File: config.mk
export PLATFORM = sky130hd
export DESIGN_NAME = dsr_device_flat
export DESIGN_NICKNAME = d
export VERILOG_FILES = /design/src/dsr_pkg.sv /design/src/dsr_link_if.sv /design/src/dsr_device.sv /design/src/flat_wrapper.sv
export VERILOG_INCLUDE_DIRS = /design/src
export SDC_FILE = /design/constraint.sdc
export NUM_CORES = 1
export LEC_CHECK = 0
export BUFFER_PORTS_ARGS = -buffer_cell sky130_fd_sc_hd__buf_2
export CORE_ASPECT_RATIO = 0.9
export CORE_MARGIN = 1.5
export CORE_UTILIZATION = 52
export DETAILED_ROUTE_END_ITERATION = 8
export GPL_TIMING_DRIVEN = 1
export HOLD_SLACK_MARGIN = 0.06
export PLACE_DENSITY = 0.8
export SETUP_SLACK_MARGIN = 0.3
export SLEW_MARGIN = 30
export SYNTH_ARGS = -nofsm -noshare
export SYNTH_HDL_FRONTEND = slang
export SYNTH_SLANG_ARGS = --single-unit
File: constraint.sdc
create_clock -name clk_i -period 3.01 [get_ports clk_i]
set_input_delay 0.1505 -clock clk_i [delete_from_list [all_inputs] [get_ports clk_i]]
set_output_delay 0.1505 -clock clk_i [all_outputs]
set_load 0.01 [all_outputs]
File: src/dsr_cfg.svh
// timing and framing constants for the serial result readout
// assumes a 100 MHz system clock shared by both ends
`ifndef DSR_CFG_SVH
`define DSR_CFG_SVH
`define DSR_CLK_HZ 100000000
`define DSR_SAMPLE_PER_NOTCH 256
`define DSR_SAMPLE_PER_OUTMAX 1024
`define DSR_EXT_DIV 10
`define DSR_EXT_CONV_PERIODS 10278
`define DSR_FS_50HZ 12800
`define DSR_FS_60HZ 15360
`define DSR_FS_DUAL 13980
`define DSR_WORD_BITS 24
`define DSR_SCK_HALF 4
`define DSR_RESULT_BITS 20
`endif

File: src/dsr_pkg.sv
// types shared by both ends of the result readout
// assumes dsr_cfg.svh is on the include path
package dsr_pkg;
   typedef enum logic [1:0] {
      DSR_MODE_INT_60 = 2'h0,
      DSR_MODE_INT_50 = 2'h1,
      DSR_MODE_INT_DUAL = 2'h2,
      DSR_MODE_EXT = 2'h3
   } dsr_mode_type;
   typedef enum logic [1:0] {
      DSR_DEV_CONV = 2'h0,
      DSR_DEV_READY = 2'h1,
      DSR_DEV_SHIFT = 2'h2
   } dsr_dev_state_type;
   typedef enum logic [2:0] {
      DSR_HOST_IDLE = 3'h0,
      DSR_HOST_WAIT = 3'h1,
      DSR_HOST_LOW = 3'h2,
      DSR_HOST_HIGH = 3'h3,
      DSR_HOST_DONE = 3'h4
   } dsr_host_state_type;
endpackage

File: src/dsr_link_if.sv
// three wire readout link: chip select, serial clock, serial data out
// assumes one clock for both ends
interface dsr_link_if;
   logic cs_n;
   logic sck;
   logic sdo;
   modport device (input cs_n, input sck, output sdo);
   modport host (output cs_n, output sck, input sdo);
endinterface

File: src/dsr_device.sv
// converter end: conversion timing, end of conversion flag, result shifter
// assumes the host keeps the link protocol; sample words come from the user side
`include "dsr_cfg.svh"
module dsr_device #(
   parameter int unsigned CONV_CYCLES = 10000,
   parameter int unsigned EXT_CONV_PERIODS = `DSR_EXT_CONV_PERIODS
) (
   // system
   input wire logic clk_i,
   input wire logic reset_i,
   // link
   dsr_link_if.device link,
   // configuration
   input wire logic notch_select_pin_i,
   input wire logic dual_variant_i,
   input wire logic ext_clock_mode_i,
   input wire logic external_conversion_clock_i,
   // user side
   input wire logic [`DSR_RESULT_BITS-1:0] sample_i,
   output dsr_pkg::dsr_mode_type mode_o,
   output logic sample_tick_o,
   output logic conv_done_o,
   output logic [31:0] modulator_sample_freq_o,
   output logic [31:0] filter_notch_freq_o,
   output logic [31:0] max_output_rate_o
);
   import dsr_pkg::*;

   dsr_dev_state_type state_reg;
   logic [31:0] conv_cnt_reg;
   logic [3:0] div_cnt_reg;
   logic ext_d_reg;
   logic sck_d_reg;
   logic [`DSR_WORD_BITS-1:0] shift_reg;
   logic [4:0] bit_cnt_reg;
   logic sdo_reg;
   logic ext_rise;
   logic sck_fall;
   logic conv_step;

   ////////////////////////////////////////////////////////////////////////
   // mode and frequency reporting
   always_comb begin
      if (ext_clock_mode_i) begin
         mode_o = DSR_MODE_EXT;
      end else if (dual_variant_i) begin
         mode_o = DSR_MODE_INT_DUAL;
      end else if (notch_select_pin_i) begin
         mode_o = DSR_MODE_INT_50;
      end else begin
         mode_o = DSR_MODE_INT_60;
      end
   end

   // external frequency unknown here; reported as zero in that mode
   always_comb begin
      case (mode_o)
         DSR_MODE_INT_50: modulator_sample_freq_o = 32'(`DSR_FS_50HZ);
         DSR_MODE_INT_DUAL: modulator_sample_freq_o = 32'(`DSR_FS_DUAL);
         DSR_MODE_INT_60: modulator_sample_freq_o = 32'(`DSR_FS_60HZ);
         default: modulator_sample_freq_o = 32'h0;
      endcase
      filter_notch_freq_o = modulator_sample_freq_o / `DSR_SAMPLE_PER_NOTCH;
      max_output_rate_o = modulator_sample_freq_o / `DSR_SAMPLE_PER_OUTMAX;
   end

   ////////////////////////////////////////////////////////////////////////
   // external clock edges, already synchronous per board assumption
   always_ff @(posedge clk_i) begin
      if (reset_i) begin
         ext_d_reg <= 1'b0;
      end else begin
         ext_d_reg <= external_conversion_clock_i;
      end
   end
   assign ext_rise = external_conversion_clock_i & ~ext_d_reg;

   // modulator sample tick: every tenth external edge
   always_ff @(posedge clk_i) begin
      if (reset_i) begin
         div_cnt_reg <= 4'h0;
         sample_tick_o <= 1'b0;
      end else begin
         sample_tick_o <= 1'b0;
         if (ext_clock_mode_i && ext_rise) begin
            if (div_cnt_reg == 4'(`DSR_EXT_DIV - 1)) begin
               div_cnt_reg <= 4'h0;
               sample_tick_o <= 1'b1;
            end else begin
               div_cnt_reg <= div_cnt_reg + 4'h1;
            end
         end
      end
   end

   // external mode counts external conversion clock rising edges, internal mode system cycles
   assign conv_step = ext_clock_mode_i ? ext_rise : 1'b1;

   ////////////////////////////////////////////////////////////////////////
   // link serial clock edges
   always_ff @(posedge clk_i) begin
      if (reset_i) begin
         sck_d_reg <= 1'b0;
      end else begin
         sck_d_reg <= link.sck;
      end
   end
   assign sck_fall = ~link.sck & sck_d_reg;

   ////////////////////////////////////////////////////////////////////////
   // conversion and readout sequence
   always_ff @(posedge clk_i) begin
      if (reset_i) begin
         state_reg <= DSR_DEV_CONV;
         conv_cnt_reg <= 32'h0;
         bit_cnt_reg <= 5'h0;
         shift_reg <= '0;
         conv_done_o <= 1'b0;
      end else begin
         conv_done_o <= 1'b0;
         case (state_reg)
            DSR_DEV_CONV: begin
               if (conv_step) begin
                  if (conv_cnt_reg >= (ext_clock_mode_i ? EXT_CONV_PERIODS - 1
                                       : CONV_CYCLES - 1)) begin
                     conv_cnt_reg <= 32'h0;
                     // top nibble 0010: end flag and dummy zero, sign bit set, range bit zero; result below
                     shift_reg <= {4'h2, sample_i};
                     conv_done_o <= 1'b1;
                     state_reg <= DSR_DEV_READY;
                  end else begin
                     conv_cnt_reg <= conv_cnt_reg + 32'h1;
                  end
               end
            end
            DSR_DEV_READY: begin
               bit_cnt_reg <= 5'h0;
               if (!link.cs_n) begin
                  state_reg <= DSR_DEV_SHIFT;
               end
            end
            DSR_DEV_SHIFT: begin
               if (link.cs_n) begin
                  state_reg <= DSR_DEV_CONV;
               end else if (sck_fall) begin
                  if (bit_cnt_reg == 5'(`DSR_WORD_BITS - 1)) begin
                     state_reg <= DSR_DEV_CONV;
                  end else begin
                     bit_cnt_reg <= bit_cnt_reg + 5'h1;
                     shift_reg <= {shift_reg[`DSR_WORD_BITS-2:0], 1'b0};
                  end
               end
            end
            default: state_reg <= DSR_DEV_CONV;
         endcase
      end
   end

   // busy shows high; ready presents msb low-going end of conversion
   always_ff @(posedge clk_i) begin
      if (reset_i) begin
         sdo_reg <= 1'b1;
      end else if (link.cs_n) begin
         sdo_reg <= 1'b1;
      end else if (state_reg == DSR_DEV_CONV) begin
         sdo_reg <= 1'b1;
      end else begin
         sdo_reg <= shift_reg[`DSR_WORD_BITS-1];
      end
   end
   assign link.sdo = sdo_reg;
endmodule

File: src/flat_wrapper.sv
// flat-port wrapper written by rule: the top's interface ports become plain ports
module dsr_device_flat import dsr_pkg::*;
#(
   parameter int unsigned CONV_CYCLES = 10000,
   parameter int unsigned EXT_CONV_PERIODS = `DSR_EXT_CONV_PERIODS
)
  (clk_i, reset_i, notch_select_pin_i, dual_variant_i, ext_clock_mode_i, external_conversion_clock_i, sample_i, mode_o, sample_tick_o, conv_done_o, modulator_sample_freq_o, filter_notch_freq_o, max_output_rate_o, link_cs_n, link_sck, link_sdo);
  dsr_link_if link_i ();
  input wire logic clk_i;
  input wire logic reset_i;
  input wire logic notch_select_pin_i;
  input wire logic dual_variant_i;
  input wire logic ext_clock_mode_i;
  input wire logic external_conversion_clock_i;
  input wire logic [`DSR_RESULT_BITS-1:0] sample_i;
  output dsr_pkg::dsr_mode_type mode_o;
  output logic sample_tick_o;
  output logic conv_done_o;
  output logic [31:0] modulator_sample_freq_o;
  output logic [31:0] filter_notch_freq_o;
  output logic [31:0] max_output_rate_o;
  input wire logic [$bits(link_i.cs_n)-1:0] link_cs_n;
  input wire logic [$bits(link_i.sck)-1:0] link_sck;
  output wire logic [$bits(link_i.sdo)-1:0] link_sdo;
  assign link_i.cs_n = link_cs_n;
  assign link_i.sck = link_sck;
  assign link_sdo = link_i.sdo;
  dsr_device #(.CONV_CYCLES(CONV_CYCLES), .EXT_CONV_PERIODS(EXT_CONV_PERIODS)) u_core (.clk_i(clk_i), .reset_i(reset_i), .link(link_i), .notch_select_pin_i(notch_select_pin_i), .dual_variant_i(dual_variant_i), .ext_clock_mode_i(ext_clock_mode_i), .external_conversion_clock_i(external_conversion_clock_i), .sample_i(sample_i), .mode_o(mode_o), .sample_tick_o(sample_tick_o), .conv_done_o(conv_done_o), .modulator_sample_freq_o(modulator_sample_freq_o), .filter_notch_freq_o(filter_notch_freq_o), .max_output_rate_o(max_output_rate_o));
endmodule
# Word-level counts from Yosys, hierarchy flattened
# Index checks and enable logic that the tools add are counted.
word_totals:
  elab_cells: 74
  output_inout_bits: 101
  register_bits: 72
classes:
  reduce_logical: 12
  n_mux: 27
  n_bitwise: 7
  add_sub_neg: 3
  eq_ne: 14
  order_cmp: 1
op_table:
  columns: ["op", "count"]
  rows:
  - ["two-way mux 24 bit", 5]
  - ["case mux 24 bit (2 select lines)", 1]
  - ["case mux 14 bit (3 select lines)", 1]
  - ["adder 32 x 1 -> 32 bit, second input constant", 1]
  - [">= comparator 32 bit", 1]
  - ["two-way mux 32 bit", 1]
  - ["two-way mux 2 bit", 8]
  - ["two-way mux 5 bit", 3]
  - ["two-way mux 12 bit", 1]
  - ["case mux 5 bit (2 select lines)", 1]
  - ["inequality test 2 x 1 -> 1 bit, second input constant", 3]
  - ["inequality test 2 bit, second input constant", 3]
  - ["inequality test 3 x 2 -> 1 bit, second input constant", 2]
  - ["case mux 2 bit (3 select lines)", 1]
  - ["AND reduction 6 bit", 1]
  - ["OR reduction 3 bit", 2]
  - ["adder 5 x 1 -> 5 bit, second input constant", 1]
  - ["equality test 5 bit, second input constant", 1]
  - ["NOT 1 bit", 5]
  - ["AND reduction 5 bit", 1]
  - ["adder 4 x 1 -> 4 bit, second input constant", 1]
  - ["equality test 2 x 1 -> 1 bit, second input constant", 2]
  - ["equality test 2 bit, second input constant", 2]
  - ["equality test 4 bit, second input constant", 1]
  - ["9 further kinds", 15]

# Logic depth before layout (Yosys ltp)
depth:
  depth_word: 5
  ltp_mapped: 10

# Least setup slack after synthesis
# No wires, ideal clock.
synth_timing:
  path_kind: "input to register"
  start: "input port ext_clock_mode_i"
  end: "register u_core.shift_reg[12]"
  setup_ns: 0.121
  path_slack_ns: 0.772
  arrival_ns: 2.118
  path_stages: 9
  path_cell_list: "buf_2 -> inv_1 -> ha_1 -> a211oi_1 -> o21ai_0 -> a32o_1 -> nor3_4 -> buf_6 -> mux2_2"
synth_via:
  elab_chain_cells: 4
  word_cells_on_any_way: 6
synth_rtl:
  columns: ["element", "line_no", "text"]
  rows:
  - ["from (decl)", "flat_wrapper.sv:13", "input wire logic ext_clock_mode_i;"]
  - ["two-way mux 12 bit", "dsr_device.sv:124", "if (conv_cnt_reg >= (ext_clock_mode_i ? EXT_CONV_PERIODS - 1"]
  - [">= comparator 32 bit", "dsr_device.sv:124", null]
  - ["inequality test 2 x 1 -> 1 bit (no line)", null, null]
  - ["AND reduction 6 bit (no line) *", null, null]
  - ["to (signal assigned)", "dsr_device.sv:128", "shift_reg <= {4'h2, sample_i};"]
  - ["to (signal assigned)", "dsr_device.sv:150", "shift_reg <= {shift_reg[`DSR_WORD_BITS-2:0], 1'b0};"]
  - ["to (decl)", "dsr_device.sv:34", "logic [`DSR_WORD_BITS-1:0] shift_reg;"]
# Every way passes the cells marked *; elsewhere a longest branch is shown, timed or not.
# A chain may end at the register's enable or synchronous reset.

# Worst setup path in the final report
layout_timing:
  start: "register u_core.conv_cnt_reg[1]"
  end: "register u_core.shift_reg[13]"
layout_via:
  elab_chain_cells: 3
layout_rtl:
  columns: ["element", "line_no", "text"]
  rows:
  - ["from (decl)", "dsr_device.sv:30", "logic [31:0] conv_cnt_reg;"]
  - ["from (signal assigned)", "dsr_device.sv:132", "conv_cnt_reg <= conv_cnt_reg + 32'h1;"]
  - [">= comparator 32 bit", "dsr_device.sv:124", null]
  - ["inequality test 2 x 1 -> 1 bit (no line)", null, null]
  - ["AND reduction 6 bit (no line)", null, null]
# No other way between the ends.

==> summary by stage <==
Outcome
The flow ran to the end, and the final reports show no timing, DRC or antenna violations.

Final layout
The multi-input combinational cells in the finished layout cover a total of 0.00234 mm². After the last flow step, the layout net total stands at 586. In the layout the commonest cells are sky130_fd_sc_hd__conb_1, sky130_fd_sc_hd__dfxtp_1, sky130_fd_sc_hd__nand2_1, sky130_fd_sc_hd__buf_2, sky130_fd_sc_hd__nor2_1. The most common cell after layout, fill and taps aside is sky130_fd_sc_hd__conb_1. The layout overhead on the synthesized area is 3.49%.

In the final layout, flip-flops and latches occupy 0.00144 mm². Fill cells in the final layout number 758. The number of antenna diodes in the final layout is 0. With fillers left out, the area of the finished cells amounts to 0.00448 mm². The post-route netlist has 17.8% of its cells at a drive strength greater than 1.

The register with the most flip-flops in the layout has 32 of them.

Power and ir drop
In this run the power density over the cells is 429 mW/mm². In this run the static leakage power is 1.99 nW. The highest ir drop seen on vdd is 0.236 mV.

Setup path
Walking the worst path, the cells encountered are ha_1 -> a21oi_1 -> o211ai_1 -> a32o_1 -> nor3_4 -> buf_4 -> mux2_2. The cell type group with the largest total delay on the critical path is compound AO/OA/AOI/OAI gates. The number of buffers and inverters on the critical path is 1. The critical path is of the flip-flop to flip-flop type. The largest single stage delay on the critical path is 0.46 ns. The element type at the critical path start is a flip-flop. The data arrival at the endpoint of the critical path is 2.56 ns. The slowest stage of the critical path is the sky130_fd_sc_hd__dfxtp_1 cell.

At the worst endpoint, the required time is 3.25 ns. STA classifies the critical path endpoint as a flip-flop. Of all nets on the critical path, the largest fanout is 24.

Detailed routing
The detailed router finished its first iteration with 163 violations. Before antenna repair, the detailed router went through 4 iterations. The detailed-route wire length is 7660 µm.

The count of vias placed by the detailed router is 3249. Once detail routing completed, the nets flagged for antenna violations numbered 0. In the routed design, unresolved DRC markers number 0. Using the TritonRoute via totals, the vias-per-cell ratio works out to 5.00. The wire length per cell is 11.8 µm.

Global routing
The number of global-route vias before repair is 2957. The first-pass GRT wire length is 12700 µm. The layer with the highest usage after global routing is met2. The global routing usage on met2 is 31.0%. Global routing consumed, on the met1 layer, 21.3% of the routing resources. In the global route stage, met3 resource usage came out at 4.33%. For this run, the total global-route usage over all layers was measured as 17.7%.

Entering global routing, the biggest net connects 36 pins. The remaining global-route overflow is 0. The number of antenna violations at the first check in global routing is 0.

STA
The count of endpoints failing setup in the final report is 0. Setup repair after global routing left no endpoint under its margin. The time the final worst path needs with I/O delays and setup is 2.32 ns. The worst-case clock skew is 0.0125 ns. The slew at the pin closest to its max-slew limit is 0.542 ns. In this run the tightest slew margin relative to its limit is 63.6%. The count of endpoints failing hold in the final timing report is 0. Static timing analysis puts the maximum clock frequency at 430 MHz. The setup TNS is 0 ns. The number of slew-limit violations in the final report is 0.

The worst path uses 77.2% of the clock period.

CTS
The cell at the root of the clock tree is sky130_fd_sc_hd__clkbuf_8. The clock reaches the later pin of the worst-skew pair after 0.35 ns. The sink count of the clock tree is 72. TritonCTS built the clock tree. The clock-pin slew reported for the worst setup and hold paths after clock tree synthesis is 0.08 ns.

In this run the post-CTS setup repair buffer count came out at 0. In this run the deepest clock path goes through 2 buffers. Buffers inserted during clock tree synthesis total 9. The clock tree synthesis step divided the H-tree into 3 levels.

The number of gates resized after cts is 0.

Synthesis
Among all flip-flop cells after synthesis, the most frequent one is sky130_fd_sc_hd__dfxtp_1. The synthesized design devotes to its leading area cell type 33.3% of total area. The synthesized design contains 72 register bits.

The netlist uses 52 different library cells. The warning count from the yosys run is 0. The mean cell area of the mapped netlist is 8.48 µm². After synthesis the cells add up to 0.00433 mm². Sequential elements use 33.3% of the synthesized area. The cell count after synthesis is 511.

Sorting the synthesized cells by area gives the leading types as sky130_fd_sc_hd__dfxtp_1, sky130_fd_sc_hd__buf_4, sky130_fd_sc_hd__nand2_1, sky130_fd_sc_hd__mux2_2, sky130_fd_sc_hd__nor2b_1. For this run, asynchronously set or reset flops after synthesis account for 0%. The cell type contributing the most total cell area after synthesis is sky130_fd_sc_hd__dfxtp_1. The count of flip-flops with a built-in enable after synthesis is 0.

Placed design
The HPWL after detailed placement is 5500 µm. During placement, the flow inserted port buffers numbering 50. The placer's final routability congestion estimate is 0.911. The standard cell area after detailed placement is 0.00424 mm².

Floorplanning
The die is 89.6 µm tall. For this configuration, the core starts out at a cell density of 53.7%. The row count is 31. The region available for standard cell placement spans 0.00807 mm². The die covers 0.00889 mm².

In this run the horizontal extent of the chip is 99.2 µm. The boundary pin count is 129.

Min path
The classification of the worst-slack hold path is primary input to flip-flop.

Job
The max-cap violation count is 0.
[path summary, 6_finish.rpt]
path	from	endpoint	slack, ns	cells after the start
max reg2reg	u_core.conv_cnt_reg[1]	u_core.shift_reg[13]	0.69	7
min reg2reg	u_core.shift_reg[23]	u_core.link.sdo	0.47	1
max	u_core.conv_cnt_reg[1]	u_core.shift_reg[13]	0.69	7
min	reset_i	u_core.div_cnt_reg[2]	0.17	2
[power breakdown]
part           leakage, nW  switching (mW)  internal, mW
sequential           0.581          0.0106         0.959
combinational         1.31           0.118        0.0535
clock               0.0989           0.373         0.408
[layout make-up]
cell class / count / area share [%]
well taps: 99 / 2.76
repair buffers: 60 / 7.48
clock buffers: 10 / 3.07
flip-flops and latches: 72 / 32.1
multi-input cells: 393 / 52.2
inverters: 10 / 0.837
clock inverters: 6 / 1.51
[logic make-up after synthesis]
logic type                 count (synthesis)  share of synthesized area, %
AOI/OAI and AO/OA                         59                          9.10
other                                      1                        0.0865
DFF                                       72                          33.3
muxes                                     23                          5.86
buffers and inverters                    123                          19.4
xor gates and xnor gates                  27                          5.46
and+or+nand+nor                          194                          23.4
adders and majority gates                 12                          3.47
[cells in the mapped netlist (9+ instances only)]
library cell and instances:
sky130_fd_sc_hd__xnor2_1 14, sky130_fd_sc_hd__nand3_1 18, sky130_fd_sc_hd__mux2_2 17, sky130_fd_sc_hd__a21oi_1 28, sky130_fd_sc_hd__xor2_1 13, sky130_fd_sc_hd__inv_1 9
sky130_fd_sc_hd__clkbuf_1 11, sky130_fd_sc_hd__ha_1 12, sky130_fd_sc_hd__nor2_1 42, sky130_fd_sc_hd__nand2_1 57, sky130_fd_sc_hd__dfxtp_1 72, sky130_fd_sc_hd__nor4_1 13
sky130_fd_sc_hd__nor2b_1 26, sky130_fd_sc_hd__buf_4 93
[stage by stage]
step	power, mW	util (%)	hold WS [ns]	setup slack [ns]	cells
4_1_cts	1.94	55.6	0.164	0.690	650
3_5_place_dp	1.16	52.5	0.400	0.456	630
2_1_floorplan	1.20	-	0.230	0.772	588
3_3_place_gp	1.15	52.5	0.382	0.532	630
6_report	1.92	55.6	0.167	0.686	650
5_1_grt	2.00	55.6	0.197	0.556	650
[what timing repair did]
action | 4_1_cts | 5_1_grt
hold buffers | 4 | 0
hold endpoints to repair | 4 | 0
endpoints found under the setup margin | 0 | 0
[metal layers]
| layer | share of wire (%) | vias to the layer above |
|---|---|---|
| met5 | 0 | - |
| met4 | 1.3 | 0 |
| met3 | 4.9 | 11 |
| li1 | - | 1639 |
| met2 | 48 | 94 |
| met1 | 46 | 1505 |
(Power assumes the default switching activity.)
